File: src/shared/plld_pkg.sv
// constants shared by the lock detector design files
package plld_pkg;

  // register indices; byte address is four times the index
  localparam logic [7:0] LOCK_CFG_IDX   = 8'h07;
  localparam logic [7:0] PIN_CFG_IDX    = 8'h0F;
  localparam logic [7:0] STATUS_IDX     = 8'h12;
  localparam logic [7:0] IRQ_STATUS_IDX = 8'h20;
  localparam logic [7:0] IRQ_CLEAR_IDX  = 8'h21;
  localparam logic [7:0] IRQ_ENABLE_IDX = 8'h22;
  localparam int         ADDR_W         = 10;

  // lock configuration fields
  localparam int CNT_TARGET_LSB = 0;
  localparam int CNT_TARGET_W   = 3;
  localparam int LOCK_EN_BIT    = 3;
  localparam int WIN_TYPE_BIT   = 6;
  localparam int WIN_DUR_LSB    = 7;
  localparam int WIN_DUR_W      = 3;
  localparam int LT_RATE_LSB    = 10;
  localparam int LT_RATE_W      = 2;
  localparam logic [31:0] LOCK_CFG_RESET = 32'h0000014D;
  localparam logic [31:0] LOCK_CFG_MASK  = 32'h00000FCF;

  // pin configuration fields
  localparam int PIN_SRC_LSB   = 0;
  localparam int PIN_SRC_W     = 5;
  localparam int PIN_SHARE_BIT = 6;
  localparam logic [31:0] PIN_CFG_RESET = 32'h00000001;
  localparam logic [31:0] PIN_CFG_MASK  = 32'h0000005F;
  localparam logic [4:0]  PIN_SRC_LOCK  = 5'h01;

  // status and interrupt fields
  localparam int STATUS_LOCK_BIT = 1;
  localparam int IRQ_GAINED_BIT  = 0;
  localparam int IRQ_LOST_BIT    = 1;
  localparam int IRQ_W           = 2;

  // timing
  localparam int CLK_MHZ        = 40;
  localparam int ANA_WINDOW_NS  = 10;
  localparam int ANA_WIN_RAW    = ANA_WINDOW_NS * CLK_MHZ / 1000;
  localparam int ANA_WIN_CYC    = (ANA_WIN_RAW < 1) ? 1 : ANA_WIN_RAW;
  localparam int WIN_W          = 11;
  localparam int RUN_W          = 16;

endpackage
File: src/logic/plld_lock_detector.sv
// digital lock detector with wishbone registers and shared lock pin
//
// The implementer's own choices: the placing of the registers and register access over Wishbone.
`timescale 1ns/100ps
`default_nettype none

// Overview of operation
// - enable bit gates every lock function
// - measure reference to divided edge gap
// - either edge may lead; magnitude only
// - lock after target consecutive in-window comparisons
// - window type clear: fixed window, 10 ns rounded up to one system cycle
// - window type set: timer cycles window
// - rate field selects lock-timer clock frequency
// - lock-timer clock on test output pin
// - lock flag readable in status bit 1
// - source select 1 drives lock on pin
// - serial read borrows pin, then lock returns
// - target codes 5 to 65535, reset 2048
// - duration codes half to 64, reset 2
module plld_lock_detector
  import plld_pkg::*;
(
  // clock, reset, enable
  input  wire logic              CLK_I,
  input  wire logic              RESET_N_I,
  input  wire logic              CE_I,
  // wishbone slave
  input  wire logic              CYC_I,
  input  wire logic              STB_I,
  input  wire logic              WE_I,
  input  wire logic [ADDR_W-1:0] ADR_I,
  input  wire logic [3:0]        SEL_I,
  input  wire logic [31:0]       DAT_I,
  output logic [31:0]            DAT_O,
  output logic                   ACK_O,
  // phase comparator edges
  input  wire logic              REF_EDGE_I,
  input  wire logic              VCO_EDGE_I,
  // serial port read path
  input  wire logic              SERIAL_READ_ACTIVE_I,
  input  wire logic              SERIAL_DATA_I,
  // pins and interrupt
  output logic                   LOCK_OR_SERIAL_OUT_PIN_O,
  output logic                   GPO_LOCK_TIMER_CLK_O,
  output logic                   LOCK_O,
  output logic                   IRQ_O
);

  ////////////////////////////////////////////////////////////////////////////
  // decode helpers

  function automatic logic [RUN_W-1:0] run_target(input logic [CNT_TARGET_W-1:0] code);
    logic [RUN_W-1:0] t;
    t = 16'h0005;
    unique case (code)
      3'h0: t = 16'h0005;
      3'h1: t = 16'h0020;
      3'h2: t = 16'h0060;
      3'h3: t = 16'h0100;
      3'h4: t = 16'h0200;
      3'h5: t = 16'h0800;
      3'h6: t = 16'h2000;
      3'h7: t = 16'hFFFF;
    endcase
    return t;
  endfunction

  // window length in system cycles: timer half-cycles times half period
  function automatic logic [WIN_W-1:0] dig_window(input logic [WIN_DUR_W-1:0] dur,
                                                   input logic [LT_RATE_W-1:0] rate);
    logic [WIN_W-1:0] halves;
    halves = (dur == 3'h0) ? 11'h001 : WIN_W'(11'h002 << (dur - 3'h1));
    return WIN_W'(halves << rate);
  endfunction

  function automatic logic [31:0] merge(input logic [31:0] old, input logic [31:0] wr,
                                        input logic [3:0] sel);
    logic [31:0] m;
    m = {{8{sel[3]}}, {8{sel[2]}}, {8{sel[1]}}, {8{sel[0]}}};
    return (old & ~m) | (wr & m);
  endfunction

  ////////////////////////////////////////////////////////////////////////////
  // registers and state

  logic [31:0]      lock_cfg;
  logic [31:0]      pin_cfg;
  logic [IRQ_W-1:0] irq_status;
  logic [IRQ_W-1:0] irq_enable;
  logic [RUN_W-1:0] run_cnt;
  logic             locked;

  ////////////////////////////////////////////////////////////////////////////
  // field decode

  wire                    lock_en  = lock_cfg[LOCK_EN_BIT];
  wire                    win_dig  = lock_cfg[WIN_TYPE_BIT];
  wire [CNT_TARGET_W-1:0] tgt_code = lock_cfg[CNT_TARGET_LSB +: CNT_TARGET_W];
  wire [WIN_DUR_W-1:0]    dur_code = lock_cfg[WIN_DUR_LSB +: WIN_DUR_W];
  wire [LT_RATE_W-1:0]    lt_rate  = lock_cfg[LT_RATE_LSB +: LT_RATE_W];
  wire [PIN_SRC_W-1:0]    pin_src  = pin_cfg[PIN_SRC_LSB +: PIN_SRC_W];
  wire                    pin_share = pin_cfg[PIN_SHARE_BIT];

  wire [RUN_W-1:0] target = run_target(tgt_code);
  wire [WIN_W-1:0] ana_window = WIN_W'(ANA_WIN_CYC);
  wire [WIN_W-1:0] window = win_dig ? dig_window(dur_code, lt_rate)
                                    : ana_window;

  ////////////////////////////////////////////////////////////////////////////
  // lock timer and comparator

  wire lt_clk;
  wire cmp_done;
  wire cmp_inside;

  plld_lock_timer u_timer
  (
    .clk_i    (CLK_I),
    .rst_n_i  (RESET_N_I),
    .ce_i     (CE_I),
    .run_i    (lock_en),
    .rate_i   (lt_rate),
    .lt_clk_o (lt_clk)
  );

  plld_phase_cmp u_cmp
  (
    .clk_i      (CLK_I),
    .rst_n_i    (RESET_N_I),
    .ce_i       (CE_I),
    .run_i      (lock_en),
    .window_i   (window),
    .ref_edge_i (REF_EDGE_I),
    .vco_edge_i (VCO_EDGE_I),
    .done_o     (cmp_done),
    .inside_o   (cmp_inside)
  );

  ////////////////////////////////////////////////////////////////////////////
  // consecutive run counter and lock flag

  wire             hit       = cmp_done && cmp_inside;
  wire             miss      = cmp_done && !cmp_inside;
  // saturate so a held lock never wraps the run back to zero
  wire [RUN_W-1:0] run_inc   = (run_cnt == target) ? run_cnt : run_cnt + 1'b1;
  wire [RUN_W-1:0] next_run  = (!lock_en || miss) ? '0 : (hit ? run_inc : run_cnt);
  wire             next_lock = lock_en && !miss && (locked || (hit && run_inc >= target));
  wire             gained    = next_lock && !locked;
  wire             lost      = locked && !next_lock;

  always_ff @(posedge CLK_I)
  begin
    if (!RESET_N_I)
      run_cnt <= '0;
    else if (CE_I)
      run_cnt <= next_run;
  end

  // lock changes one edge after the comparison that decides it
  always_ff @(posedge CLK_I)
  begin
    if (!RESET_N_I)
      locked <= 1'b0;
    else if (CE_I)
      locked <= next_lock;
  end

  ////////////////////////////////////////////////////////////////////////////
  // wishbone decode

  wire [7:0] idx       = ADR_I[ADDR_W-1:2];
  wire       req       = CYC_I && STB_I;
  wire       wr_commit = req && WE_I && ACK_O;
  wire       req_new   = req && !ACK_O;
  wire       sel_lock  = (idx == LOCK_CFG_IDX);
  wire       sel_pin   = (idx == PIN_CFG_IDX);
  wire       sel_stat  = (idx == STATUS_IDX);
  wire       sel_ists  = (idx == IRQ_STATUS_IDX);
  wire       sel_iclr  = (idx == IRQ_CLEAR_IDX);
  wire       sel_ien   = (idx == IRQ_ENABLE_IDX);

  wire [31:0] status_word = 32'(locked) << STATUS_LOCK_BIT;
  wire [31:0] rd_word = sel_lock ? lock_cfg :
                        sel_pin  ? pin_cfg :
                        sel_stat ? status_word :
                        sel_ists ? {30'h0, irq_status} :
                        sel_ien  ? {30'h0, irq_enable} : 32'h00000000;

  // reserved bits are masked so they always read back zero
  wire [31:0]      wr_lock = merge(lock_cfg, DAT_I, SEL_I) & LOCK_CFG_MASK;
  wire [31:0]      wr_pin  = merge(pin_cfg, DAT_I, SEL_I) & PIN_CFG_MASK;
  wire [IRQ_W-1:0] clr_bits = (wr_commit && sel_iclr && SEL_I[0]) ? DAT_I[IRQ_W-1:0] : '0;
  wire [IRQ_W-1:0] evt_bits = {lost, gained};
  wire [IRQ_W-1:0] next_irq_status = (irq_status & ~clr_bits) | evt_bits;

  // one wait state: ack in the cycle after the request is seen
  always_ff @(posedge CLK_I)
  begin
    if (!RESET_N_I)
      ACK_O <= 1'b0;
    else if (CE_I)
      ACK_O <= req_new;
  end

  always_ff @(posedge CLK_I)
  begin
    if (!RESET_N_I)
      DAT_O <= 32'h00000000;
    else if (CE_I && req_new)
      DAT_O <= rd_word;
  end

  // writes land on the ack edge, again every second cycle while a request is held
  always_ff @(posedge CLK_I)
  begin
    if (!RESET_N_I)
      lock_cfg <= LOCK_CFG_RESET;
    else if (CE_I && wr_commit && sel_lock)
      lock_cfg <= wr_lock;
  end

  always_ff @(posedge CLK_I)
  begin
    if (!RESET_N_I)
      pin_cfg <= PIN_CFG_RESET;
    else if (CE_I && wr_commit && sel_pin)
      pin_cfg <= wr_pin;
  end

  always_ff @(posedge CLK_I)
  begin
    if (!RESET_N_I)
      irq_enable <= '0;
    else if (CE_I && wr_commit && sel_ien && SEL_I[0])
      irq_enable <= DAT_I[IRQ_W-1:0];
  end

  ////////////////////////////////////////////////////////////////////////////
  // interrupt: events win over a clear in the same cycle

  always_ff @(posedge CLK_I)
  begin
    if (!RESET_N_I)
      irq_status <= '0;
    else if (CE_I)
      irq_status <= next_irq_status;
  end

  // level output follows the status being stored on this edge
  always_ff @(posedge CLK_I)
  begin
    if (!RESET_N_I)
      IRQ_O <= 1'b0;
    else if (CE_I)
      IRQ_O <= |(next_irq_status & irq_enable);
  end

  ////////////////////////////////////////////////////////////////////////////
  // output pins

  // a serial read borrows the pin only while sharing is clear
  wire pin_src_lock = (pin_src == PIN_SRC_LOCK);
  wire serial_owns  = !pin_share && SERIAL_READ_ACTIVE_I;
  wire next_pin     = serial_owns  ? SERIAL_DATA_I :
                      pin_src_lock ? next_lock : 1'b0;

  always_ff @(posedge CLK_I)
  begin
    if (!RESET_N_I)
      LOCK_OR_SERIAL_OUT_PIN_O <= 1'b0;
    else if (CE_I)
      LOCK_OR_SERIAL_OUT_PIN_O <= next_pin;
  end

  always_ff @(posedge CLK_I)
  begin
    if (!RESET_N_I)
      GPO_LOCK_TIMER_CLK_O <= 1'b0;
    else if (CE_I)
      GPO_LOCK_TIMER_CLK_O <= lt_clk;
  end

  // same edge as the internal flag, so pin, status and port agree
  always_ff @(posedge CLK_I)
  begin
    if (!RESET_N_I)
      LOCK_O <= 1'b0;
    else if (CE_I)
      LOCK_O <= next_lock;
  end

endmodule
`default_nettype wire

File: src/logic/plld_lock_timer.sv
// lock-timer clock divider, visible on the test output
`timescale 1ns/100ps
`default_nettype none
module plld_lock_timer
  import plld_pkg::*;
(
  // clock and control
  input  wire logic                 clk_i,
  input  wire logic                 rst_n_i,
  input  wire logic                 ce_i,
  input  wire logic                 run_i,
  input  wire logic [LT_RATE_W-1:0] rate_i,
  // timer clock
  output logic                      lt_clk_o
);

  logic [2:0] div_cnt;
  wire  [2:0] half_period_m1 = 3'((4'h1 << rate_i) - 4'h1);
  wire        half_done      = (div_cnt >= half_period_m1);

  always_ff @(posedge clk_i)
  begin
    if (!rst_n_i)
    begin
      div_cnt  <= 3'h0;
      lt_clk_o <= 1'b0;
    end
    else if (ce_i)
    begin
      if (!run_i)
      begin
        div_cnt  <= 3'h0;
        lt_clk_o <= 1'b0;
      end
      else if (half_done)
      begin
        div_cnt  <= 3'h0;
        lt_clk_o <= ~lt_clk_o;
      end
      else
        div_cnt <= div_cnt + 3'h1;
    end
  end

endmodule
`default_nettype wire

File: src/logic/plld_phase_cmp.sv
// measures the gap between reference and divided edges against a window
`timescale 1ns/100ps
`default_nettype none
module plld_phase_cmp
  import plld_pkg::*;
(
  // clock and control
  input  wire logic             clk_i,
  input  wire logic             rst_n_i,
  input  wire logic             ce_i,
  input  wire logic             run_i,
  input  wire logic [WIN_W-1:0] window_i,
  // edges at the phase comparator
  input  wire logic             ref_edge_i,
  input  wire logic             vco_edge_i,
  // one result per comparison: an edge pair, or a repeated leading edge
  output logic                  done_o,
  output logic                  inside_o
);

  typedef enum logic [1:0] {IDLE, REF_LEAD, VCO_LEAD} plld_cmp_t;
  plld_cmp_t        state;
  logic [WIN_W-1:0] gap;

  wire gap_ok   = (gap < window_i);
  wire gap_top  = (gap == {WIN_W{1'b1}});

  always_ff @(posedge clk_i)
  begin
    if (!rst_n_i)
    begin
      state    <= IDLE;
      gap      <= '0;
      done_o   <= 1'b0;
      inside_o <= 1'b0;
    end
    else if (ce_i)
    begin
      done_o <= 1'b0;
      if (!run_i)
      begin
        state <= IDLE;
        gap   <= '0;
      end
      else
      begin
        if (!gap_top)
          gap <= gap + 1'b1;
        unique case (state)
          IDLE:
          begin
            gap <= 11'h001;
            if (ref_edge_i && vco_edge_i)
            begin
              done_o   <= 1'b1;
              inside_o <= 1'b1;
            end
            else if (ref_edge_i)
              state <= REF_LEAD;
            else if (vco_edge_i)
              state <= VCO_LEAD;
          end
          REF_LEAD:
          begin
            if (vco_edge_i)
            begin
              done_o   <= 1'b1;
              inside_o <= gap_ok && !ref_edge_i;
              state    <= IDLE;
            end
            else if (ref_edge_i)
            begin
              done_o   <= 1'b1;
              inside_o <= 1'b0;
              gap      <= 11'h001;
            end
          end
          VCO_LEAD:
          begin
            if (ref_edge_i)
            begin
              done_o   <= 1'b1;
              inside_o <= gap_ok && !vco_edge_i;
              state    <= IDLE;
            end
            else if (vco_edge_i)
            begin
              done_o   <= 1'b1;
              inside_o <= 1'b0;
              gap      <= 11'h001;
            end
          end
          default:
            state <= IDLE;
        endcase
      end
    end
  end

endmodule
`default_nettype wire

File: config.mk
export PLATFORM = sky130hd
export DESIGN_NAME = plld_lock_detector
export DESIGN_NICKNAME = d
export VERILOG_FILES = /design/src/shared/plld_pkg.sv /design/src/logic/plld_lock_detector.sv /design/src/logic/plld_lock_timer.sv /design/src/logic/plld_phase_cmp.sv
export SDC_FILE = /design/constraint.sdc
export NUM_CORES = 1
export LEC_CHECK = 0
export ABC_AREA = 1
export ABC_CLOCK_PERIOD_IN_PS = 2900
export BUFFER_PORTS_ARGS = -buffer_cell sky130_fd_sc_hd__buf_2
export CAP_MARGIN = 10
export CORE_UTILIZATION = 45
export CTS_CLUSTER_SIZE = 40
export DETAILED_ROUTE_END_ITERATION = 6
export PLACE_DENSITY_LB_ADDON = 0.1
export SYNTH_ARGS = -nofsm -noshare
export SYNTH_HDL_FRONTEND = slang
export SYNTH_HIERARCHICAL = 1
export SYNTH_SLANG_ARGS = --single-unit
export TNS_END_PERCENT = 30
File: constraint.sdc
create_clock -name CLK_I -period 2.9 [get_ports CLK_I]
set_input_delay 0.87 -clock CLK_I [delete_from_list [all_inputs] [get_ports CLK_I]]
set_output_delay 0.87 -clock CLK_I [all_outputs]
set_load 0.01 [all_outputs]
# After elaboration in Yosys (flattened, before gate mapping)
# Memory sizes are Yosys's and may differ from the RTL's. A register that Yosys moved wholly into a read port is not among the register bits.
# Index checks and enable logic that the tools add are counted.
word_totals:
  wordCells: 148
  input_bits: 56
  rom_bits: 128
  ff_bits: 92
  memories: 1
  out_inout_bits: 37
mem_list:
  columns: ["memory", "depth", "width", "rd", "rd_ports_with_merged_regs", "write_ports", "line_no", "text"]
  rows:
  - ["(name not given)", 8, 16, 1, 1, 0, "plld_lock_detector.sv:56", "unique case (code)"]
classes:
  n_reduce_logical: 43
  shifts: 3
  add_sub_neg: 5
  n_bitwise: 11
  n_eq_ne: 19
  n_lt_le_gt_ge: 3
  mux: 46
ops:
  columns: ["op", "count"]
  rows:
  - ["two-way mux 11 bit", 8]
  - ["two-way mux 16 bit", 3]
  - ["case mux 11 bit (3 select lines)", 1]
  - ["AND 12 bit", 2]
  - ["equality test 8 x 6 -> 1 bit, second input constant", 3]
  - ["logical AND 1 bit", 23]
  - ["two-way mux 2 bit", 10]
  - ["adder 16 x 1 -> 16 bit, second input constant", 1]
  - ["equality test 16 bit", 1]
  - ["greater-or-equal comparator 16 bit", 1]
  - ["two-way mux 1 bit", 15]
  - ["!= test 3 bit, second input constant", 5]
  - ["two-way mux 12 bit", 1]
  - ["two-way mux 3 bit", 4]
  - ["NOT 12 bit", 1]
  - ["bitwise OR 12 bit", 1]
  - ["adder 11 x 1 -> 11 bit, second input constant", 1]
  - ["equality test 11 bit, second input constant", 1]
  - ["< comparator 11 bit", 1]
  - ["<< shifter 11 x 2 -> 11 bit", 1]
  - ["<< shifter 2 x 3 -> 11 bit, first input constant", 1]
  - ["zero test 1 bit", 9]
  - ["equality test 8 x 3 -> 1 bit, second input constant", 1]
  - ["equality test 8 x 4 -> 1 bit, second input constant", 1]
  - ["28 further kinds", 34]

# Logic depth before layout (Yosys ltp)
# Gate-level depths: netlist of run 1.
depth:
  depth_word: 11
  ltp_mapped: 23
  ltp_nobuf: 23

# Hierarchy
# The synthesis of run 1 kept the hierarchy.
modules_own_cells:
  columns: ["mod", "area_per_inst_um2", "cells_each", "n_inst", "seq_area_each_um2"]
  rows:
  - ["plld_lock_detector", 3985.1, 594, 1, 1201.2]
  - ["plld_phase_cmp", 1312.5, 195, 1, 300.3]
  - ["plld_lock_timer", 274.0, 39, 1, 80.1]

# Worst setup path after synthesis of run 1
# OpenSTA, ideal clock, no wires.
synth_timing:
  path_kind: "reg2reg"
  start: "register, netlist name target[14]"
  end: "register irq_status[0]"
  period_less_slack_ns: 2.364
  path_buffers: 0
  setup_slack_ns: 0.536
  t_arrival_ns: 2.249
  path_stages_with_launch: 23
  required_ns: 2.785
  setup_time_ns: 0.115
  path_cell_list: "dfxtp_1 > inv_1 > o22ai_1 > nand3_1 > nor2_1 > nand2_2 > inv_2 > nand2_2 > nand2_1 > inv_2 > ha_1 > nand2_1 > inv_1 > nand2_1 > nand2_1 > nor2_1 > nand2_1 > nand2_1 > nand2_1 > nand4_1 > nand2_1 > o21ai_0 > inv_1"
synth_between:
  elab_chain_cells: 8
synth_rtl:
  columns: ["item", "line_no", "text"]
  rows:
  - ["equality test 16 bit", "plld_lock_detector.sv:146", "wire [RUN_W-1:0] run_inc = (run_cnt == target) ? run_cnt : run_cnt + 1'b1;"]
  - ["two-way mux 16 bit", "plld_lock_detector.sv:146", null]
  - ["greater-or-equal comparator 16 bit (*)", "plld_lock_detector.sv:148", "wire next_lock = lock_en && !miss && (locked || (hit && run_inc >= target));"]
  - ["logical AND 1 bit (*)", "plld_lock_detector.sv:148", null]
  - ["logical OR 1 bit (*)", "plld_lock_detector.sv:148", null]
  - ["logical AND 1 bit (*)", "plld_lock_detector.sv:148", null]
  - ["logical AND 1 bit (*)", "plld_lock_detector.sv:149", "wire gained = next_lock && !locked;"]
  - ["bitwise OR 2 bit (*)", "plld_lock_detector.sv:195", "wire [IRQ_W-1:0] next_irq_status = (irq_status & ~clr_bits) | evt_bits;"]
  - ["end signal, assigned", "plld_lock_detector.sv:247", "irq_status <= next_irq_status;"]
  - ["end, declared", "plld_lock_detector.sv:89", "logic [IRQ_W-1:0] irq_status;"]
# Mark *: on every way between the ends. The rest lies on a longest branch, timed or not.
# A chain may end at the register's enable or synchronous reset.

# Worst setup path in the final report of run 1
layout_timing:
  start: "register, netlist name target[14]"
  end: "register LOCK_OR_SERIAL_OUT_PIN_O"
layout_between:
  elab_chain_cells: 8
layout_rtl:
  columns: ["item", "line_no", "text"]
  rows:
  - ["equality test 16 bit", "plld_lock_detector.sv:146", null]
  - ["two-way mux 16 bit", "plld_lock_detector.sv:146", null]
  - ["greater-or-equal comparator 16 bit (*)", "plld_lock_detector.sv:148", null]
  - ["logical AND 1 bit (*)", "plld_lock_detector.sv:148", null]
  - ["logical OR 1 bit (*)", "plld_lock_detector.sv:148", null]
  - ["logical AND 1 bit (*)", "plld_lock_detector.sv:148", null]
  - ["two-way mux 1 bit (*)", "plld_lock_detector.sv:266", "pin_src_lock ? next_lock : 1'b0;"]
  - ["two-way mux 1 bit (*)", "plld_lock_detector.sv:265", "wire next_pin = serial_owns ? SERIAL_DATA_I :"]
  - ["end signal, assigned", "plld_lock_detector.sv:273", "LOCK_OR_SERIAL_OUT_PIN_O <= next_pin;"]
  - ["end, declared", "plld_lock_detector.sv:44", "output logic LOCK_OR_SERIAL_OUT_PIN_O,"]
# Marked as above.

==> results of run 1 <==
final cells by class:
cell class / count / share of cell area, %
Clock buffer: 11 / 4.015
Clock inverter: 4 / 0.7156
Inverter: 128 / 7.712
Multi-Input combinational cell: 597 / 52.93
Sequential cell: 79 / 25.40
Tap cell: 168 / 3.339
Timing Repair Buffer: 63 / 5.884
per-layer routing:
metal  part of all wire [%]  GRT usage, %
met3                    4.8         3.482
met2                     46         37.30
met5                      0             0
met1                     48         30.88
met4                   0.92         6.842
worst min path at each step:
stage / slack [ns] / end
after CTS: 0.48 / register
final: 0.47 / register
after global placement: 0.46 / register
after floorplan: 0.44 / register
after global routing: 0.50 / DAT_O[4]$_SDFFE_PN0P_
after detailed placement: 0.46 / DAT_O[4]$_SDFFE_PN0P_
cells by family after synthesis:
| kind of cell | Yosys count | share of synthesized area [%] |
|---|---|---|
| flops | 79 | 28.39 |
| xor+xnor | 23 | 3.616 |
| fa+ha+maj | 40 | 8.983 |
| compound gates | 158 | 16.69 |
| mux | 1 | 0.1797 |
| other cells | 1 | 0.06731 |
| simple gates | 354 | 28.41 |
| buf+inv | 172 | 13.68 |
critical path, delay by kind of cell, from the launching register on:
family | cells | cell delay (ns)
and+or+nand+nor | 12 | 1.21
buffers and inverters | 4 | 0.42
DFF | 1 | 0.38
adders and majority gates | 1 | 0.29
AOI/OAI and AO/OA | 2 | 0.28
power groups by stage:
stage / clock network, mW / logic [mW] / registers [mW]
floorplan: 0 / 0.161 / 1.15
global placement: 0 / 0.225 / 1.15
detailed placement: 0 / 0.231 / 1.15
CTS: 1.17 / 0.232 / 1.13
global route: 1.23 / 0.265 / 1.13
finish: 1.14 / 0.233 / 1.13
placed cells by master, fill, tap and decap left out, types with 21 or more instances in the layout:
cell,count
nor2_1,56
dfxtp_1,67
nand2_1,196
conb_1,21
inv_1,108
ha_1,40
nand3_1,36
o21ai_0,47
a21oi_1,54
buf_2,46
through the flow:
stage	std cells	util [%]
4_1_cts	1050	51.85
5_1_grt	1050	52.19
2_1_floorplan	848	-
6_report	1050	52.19
3_3_place_gp	1035	49.38
3_5_place_dp	1035	49.38
==> results by group, run 1 <==
STA
  • Hold Vio Cnt, Final: 0
  • Rel. slew slack: roughly 54%
  • Tcrit/Tclk final: a little over 90%
  • Worst hold slack: approximately 0.47 ns
  • Fin crit period: ~2.6 ns
  • Least-Margin Pin Slew: ~0.68 ns
  • Clock Skew: 0.004463 ns
  • Fmax: 0.3778 GHz
  • RSZ-0062 raised after global routing: false
  • Setup Total Neg Slack: 0 ns
  • Final setup vio count: 0
  • Worst setup margin: around 0.25 ns
  • Max-slew violations: 0

Critical path
  • Critical Path Start Type: register
  • Crit path DAT: 2.92 ns
  • Crit-path slowest cell: dfxtp_2
  • Crit path from: target[14]$_SDFF_PN0_
  • FF-to-FF End: LOCK_OR_SERIAL_OUT_PIN_O$_SDFFE_PN0P_
  • Worst path max stage delay: roughly 0.38 ns
  • Setup CP Type: reg -> reg
  • CP dominant cell by count: nand2_1
  • Worst r2r path cells: 19
  • Worst Setup EP: LOCK_OR_SERIAL_OUT_PIN_O$_SDFFE_PN0P_
  • Crit-path max FO: 7
  • Worst r2r src: target[14]$_SDFF_PN0_
  • Crit-path cells: inv_1, o22ai_1, nand3_1, nor2_1, nand2_2, inv_2, nand2_2, buf_4, nand2_1, inv_2, ha_1, nand4_1, nor3_2, nand2_1, nand2_1, nand2_1, nand2_1, nand4_1, a21oi_2
  • Worst R2R Setup Slack: 0.25 ns
  • WP data required: around 3.2 ns
  • Crit. End Element: register

Logic synthesis
  • Sequential-to-total area share from yosys stat: 28.39%
  • Synth area leader: dfxtp_1
  • Top-count cell post-synth: nand2_1
  • Synthesis-stage register bit count: just under 80
  • Synth top area share: 28.39%
  • Area contributors post-synth: dfxtp_1, nand2_1, ha_1
  • Synth unique cells: 45
  • Post-synth top cells: nand2_1, inv_1, dfxtp_1
  • Mapped Avg Cell Area: a little under 7 sq um
  • Synth async-reset ratio: 0%
  • Post-Syn Instances: 828
  • Post-synth EDFFs: 0
  • Syn. warnings: 6
  • Top FF cell, synth: dfxtp_1
  • Mapped Area: 0.005572 sq mm

CTS
  • Worst-path clk slew: approximately 0.060 ns
  • Post-CTS sizing: 0
  • Clock Path Buffers: 2
  • CTS tree: done
  • Setup repair bufs after CTS: 0
  • TritonCTS Buffers: 9
  • CTS H-tree depth: 3
  • Worst skew pair latency: around 0.34 ns
  • Clock sinks: 79
  • CTS root buf: clkbuf_16
  • # hold bufs at CTS: 0

Floorplan
  • Die Y-Extent: ~110 um
  • # IOs: 93
  • Die X: about 110 um
  • CORE AREA: approximately 0.012 sq mm
  • Row cnt: 40
  • Die Footprint: 0.01283 sq mm
  • Initial Util: a little under half

Power and ir drop
  • Flop pwr share: roughly 45%
  • Cell-internal power: approximately 1.9 mW
  • Leakage power: just under 3 nW
  • Switching Fraction: roughly a quarter
  • P per Cell Area: just under 400 mW/mm^2
  • Max VDD drop: between 0.3 and 0.4 mV
  • Sw power: between 600 and 700 uW
  • Comb power frac: a little under a tenth
  • Clock network power share: between 40% and 50%
  • Tot Pwr: around 2.5 mW

Global routing
  • Global route total overflow: 0
  • Initial antenna violation count: 0
  • Vias in the first global route: slightly below 5000
  • First-pass GRT wire length: between 20 and 25 mm
  • GRT Util Overall: between 20% and 30%
  • Largest net degree at the start of global routing: 25

Outcome
  • Status: complete, no violations

Worst hold path
  • HP Class: reg -> reg
  • Hold path depth: 2

Detailed routing
  • Drt wl/cell: roughly 13 um
  • Post-route DRC violation count: 0
  • Pre-antenna DRT Iters: 6
  • Final WL: 13.76 mm
  • Drt via density: roughly 5.0
  • DR iter-0 viols: 327
  • Remaining antenna violation count: 0
  • Routed via count: roughly 5300

Final layout
  • Share of cells above drive strength 1: a little under a fifth
  • Design area: between 0.006 and 0.007 sq mm
  • Final Net Count: roughly 1000
  • Area of the multi-input gates: about 0.0033 sq mm
  • Register area: 0.001599 sq mm
  • Syn-to-layout area delta: 12.98%
  • # diodes: 0
  • Final-layout fill cell count: ~1200

Run
  • Max-capacitance violation count: 0

Placement
  • IO buf count: between 40 and 50
  • Post-DP Area: around 0.006 sq mm
  • Placer Congestion: roughly 0.91
  • Post-Place Setup Slack: about 0.14 ns
  • Hpwl dp: roughly 11 mm
Note: power is estimated with default switching activity, not from simulation.
==> run 2, diff against run 1 <==
Settings changed: GPL_TIMING_DRIVEN set to 0, PLACE_DENSITY set to 0.67, PLACE_DENSITY_LB_ADDON 0.1 to not set, SYNTH_HIERARCHICAL 1 to not set.
==> run 2 against run 1 <==
- the run now ends with DRC left
- routed wire length rose by 3.4%
- utilization rose by 3.9 points
- hold slack improved by 0.0044 ns
- non-clock buffer count rose by 41
- combinational power fell by 11%
- flip-flop and latch count did not move
- critical path type unchanged
- die area fell by 2.2%
- area after synthesis fell by 2.2%
- via count rose by 1.5%
- fmax fell by 2.9%
==> results by group, run 2 <==
STA
  • Clock Skew: roughly 0.0061 ns
  • Final setup vio count: 0
  • Max-slew violations: 0
  • Fin crit period: around 2.7 ns
  • RSZ-0062 raised after global routing: true
  • Least-Margin Pin Slew: around 0.64 ns
  • Worst hold slack: around 0.48 ns
  • Tcrit/Tclk final: between 90 and 100%
  • Rel. slew slack: a little under three fifths
  • Fmax: roughly 0.37 GHz
  • Hold Vio Cnt, Final: 0
  • Setup Total Neg Slack: 0 ns

Critical path
  • Worst R2R Setup Slack: between 0.15 and 0.2 ns
  • Crit path DAT: ~3.0 ns
  • Worst r2r path cells: 21
  • FF-to-FF End: IRQ_O$_SDFFE_PN0P_
  • Setup CP Type: reg -> reg
  • Worst Setup EP: IRQ_O$_SDFFE_PN0P_
  • Crit-path max FO: 8
  • Critical Path Start Type: register
  • WP data required: 3.18 ns
  • Crit. End Element: register
  • Worst r2r src: run_cnt[0]$_SDFFE_PN0P_
  • Crit path from: run_cnt[0]$_SDFFE_PN0P_

CTS
  • CTS H-tree depth: 3
  • CTS tree: done
  • # hold bufs at CTS: 0
  • CTS root buf: clkbuf_16
  • Worst skew pair latency: approximately 0.34 ns
  • TritonCTS Buffers: 9
  • Worst-path clk slew: around 0.070 ns
  • Clock sinks: 79
  • Clock Path Buffers: 2

Logic synthesis
  • Mapped Avg Cell Area: around 6.6 sq um
  • Area contributors post-synth: dfxtp_1, nand2_1, ha_1
  • Synth top area share: 29.04%
  • Sequential-to-total area share from yosys stat: a little under 30%
  • Post-synth top cells: nand2_1, inv_1, dfxtp_1
  • Synth unique cells: 44
  • Syn. warnings: 0
  • Synth async-reset ratio: 0%
  • Post-synth EDFFs: 0
  • Top FF cell, synth: dfxtp_1
  • Synthesis-stage register bit count: 79
  • Top-count cell post-synth: nand2_1
  • Post-Syn Instances: 822
  • Mapped Area: 0.005446 sq mm
  • Synth area leader: dfxtp_1

Detailed routing
  • Final WL: 14.22 mm
  • Remaining antenna violation count: 0
  • Pre-antenna DRT Iters: 6
  • DR iter-0 viols: a little over 300
  • Drt via density: 5.084
  • Routed via count: roughly 5400
  • Drt wl/cell: between 10 and 15 um
  • Post-route DRC violation count: 3

Floorplan
  • Die Footprint: between 0.01 and 0.015 sq mm
  • Die X: roughly 110 um
  • Row cnt: 39
  • # IOs: a little over 90
  • Die Y-Extent: between 100 and 150 um
  • Initial Util: 46.90%
  • CORE AREA: roughly 0.012 sq mm

Placement
  • Hpwl dp: around 11 mm
  • Placer Congestion: 0.8751
  • IO buf count: 46

Final layout
  • Final Util: ~56%
  • Final-layout fill cell count: 1180
  • Most common cell after layout, fill and taps aside: nand2_1
  • # diodes: 0
  • Share of cells above drive strength 1: between 15 and 20%
  • Most frequent cells in the layout: nand2_1, inv_1, dfxtp_1
  • Syn-to-layout area delta: 19.62%
  • Final Net Count: 1004

Global routing
  • Global route total overflow: 0
  • Initial antenna violation count: 0
  • Largest net degree at the start of global routing: 16
  • First-pass GRT wire length: approximately 23 mm
  • GRT Util Overall: between 20% and 30%
  • Vias in the first global route: 4855

Power and ir drop
  • P per Cell Area: ~380 mW/mm^2
  • Tot Pwr: 2.485 mW
  • Leakage power: 3.070 nW
  • Max VDD drop: about 0.52 mV

Run
  • Max-capacitance violation count: 0

Worst hold path
  • Hold path depth: 2
  • Hold path start: u_timer.lt_clk_o$_SDFFE_PN0P_
  • HP Class: reg -> reg

Outcome
  • Status: finished, violations left
  • Failing checks: DRC
-- run 2: cell types whose count changed after synthesis, moves of 5 or more --
| cell | previous run | this run |
|---|---|---|
| a21oi_1 | 55 | 67 |
| a21oi_2 | 9 | 0 |
| buf_2 | 5 | 11 |
| inv_2 | 17 | 8 |
| nand2_1 | 196 | 191 |
| nand2_2 | 14 | 4 |
| nand3_1 | 36 | 45 |
| nand3_2 | 5 | 0 |
| nand4_1 | 18 | 10 |
| nor2_1 | 56 | 63 |
| nor3_1 | 10 | 26 |
| o21ai_0 | 48 | 58 |
| o21ai_1 | 7 | 1 |
-- run 2: per-stage QoR --
| step | cell area [sq um] | setup slack (ns) | cells |
|---|---|---|---|
| 3_5_place_dp | 5931 | -0.1008 | 1031 |
| 6_report | 6515 | 0.1751 | 1057 |
| 3_3_place_gp | 5931 | -0.1009 | 1031 |
| 5_1_grt | 6515 | -0.1098 | 1057 |
| 4_1_cts | 6241 | 0.03372 | 1047 |
| 2_1_floorplan | 5522 | 0.4530 | 842 |
-- run 2: kinds of logic after synthesis --
family                     synth area share, %
buffers and inverters                    13.30
other                                  0.06885
and+or+nand+nor                          28.72
adders and majority gates                8.959
DFF                                      29.04
xor gates and xnor gates                 3.216
AOI/OAI and AO/OA                        16.70
-- run 2: critical path: stages, from the launching register on --
cell and delay [ns]:
dfxtp_4 0.36, o21ai_1 0.19, nand4_1 0.17, a21oi_2 0.15
nand2_2 0.08, buf_6 0.15, buf_8 0.13, o21ai_4 0.15
inv_1 0.06, ha_1 0.27, nand2_1 0.05, inv_1 0.06
nand2_1 0.06, nor2_1 0.08, nor2_1 0.05, nand2_1 0.09
nand2_1 0.07, nand2_2 0.06, nand4_1 0.09, nand2_2 0.11
nand3_2 0.07, a21oi_2 0.15
-- run 2: area by class of cell --
cell class | count | area [sq um] | share of cell area, %
clock inverter | 7 | 78.83 | 1.210
multi-input combinational | 600 | 3322 | 50.99
sequential | 79 | 1618 | 24.83
tap | 143 | 178.9 | 2.746
buffer | 48 | 327.8 | 5.032
inverter | 115 | 441.7 | 6.779
timing repair buffer | 56 | 322.8 | 4.955
clock buffer | 9 | 225.2 | 3.457
-- run 2: worst min path at each step --
stage	endpoint	slack [ns]
floorplan	u_timer.lt_clk_o$_SDFFE_PN0P_	0.44
global placement	u_timer.lt_clk_o$_SDFFE_PN0P_	0.45
detailed placement	u_timer.lt_clk_o$_SDFFE_PN0P_	0.45
CTS	register	0.48
global route	u_timer.lt_clk_o$_SDFFE_PN0P_	0.49
finish	u_timer.lt_clk_o$_SDFFE_PN0P_	0.48
-- run 2: what timing repair did --
item / CTS / global route
cloned: 0 / 1
buffers inserted: 0 / 9
setup endpoints to repair: 4 / 4
gates resized for setup: 5 / 65
pin swaps: 0 / 23
-- run 2: per-layer routing --
layer | up-vias | track usage (%) | wire length [um]
met5 | - | 0 | 0
met3 | 24 | 4.482 | 591
li1 | 2824 | - | -
met1 | 2389 | 31.14 | 6977
met4 | 0 | 6.400 | 285
met2 | 137 | 37.31 | 6370
-- run 2: power breakdown --
group	switching [mW]	internal (mW)	total (mW)	leakage (nW)
combinational	0.128	0.0783	0.207	2.27
clock	0.491	0.677	1.17	0.151
sequential	0.0138	1.10	1.11	0.649
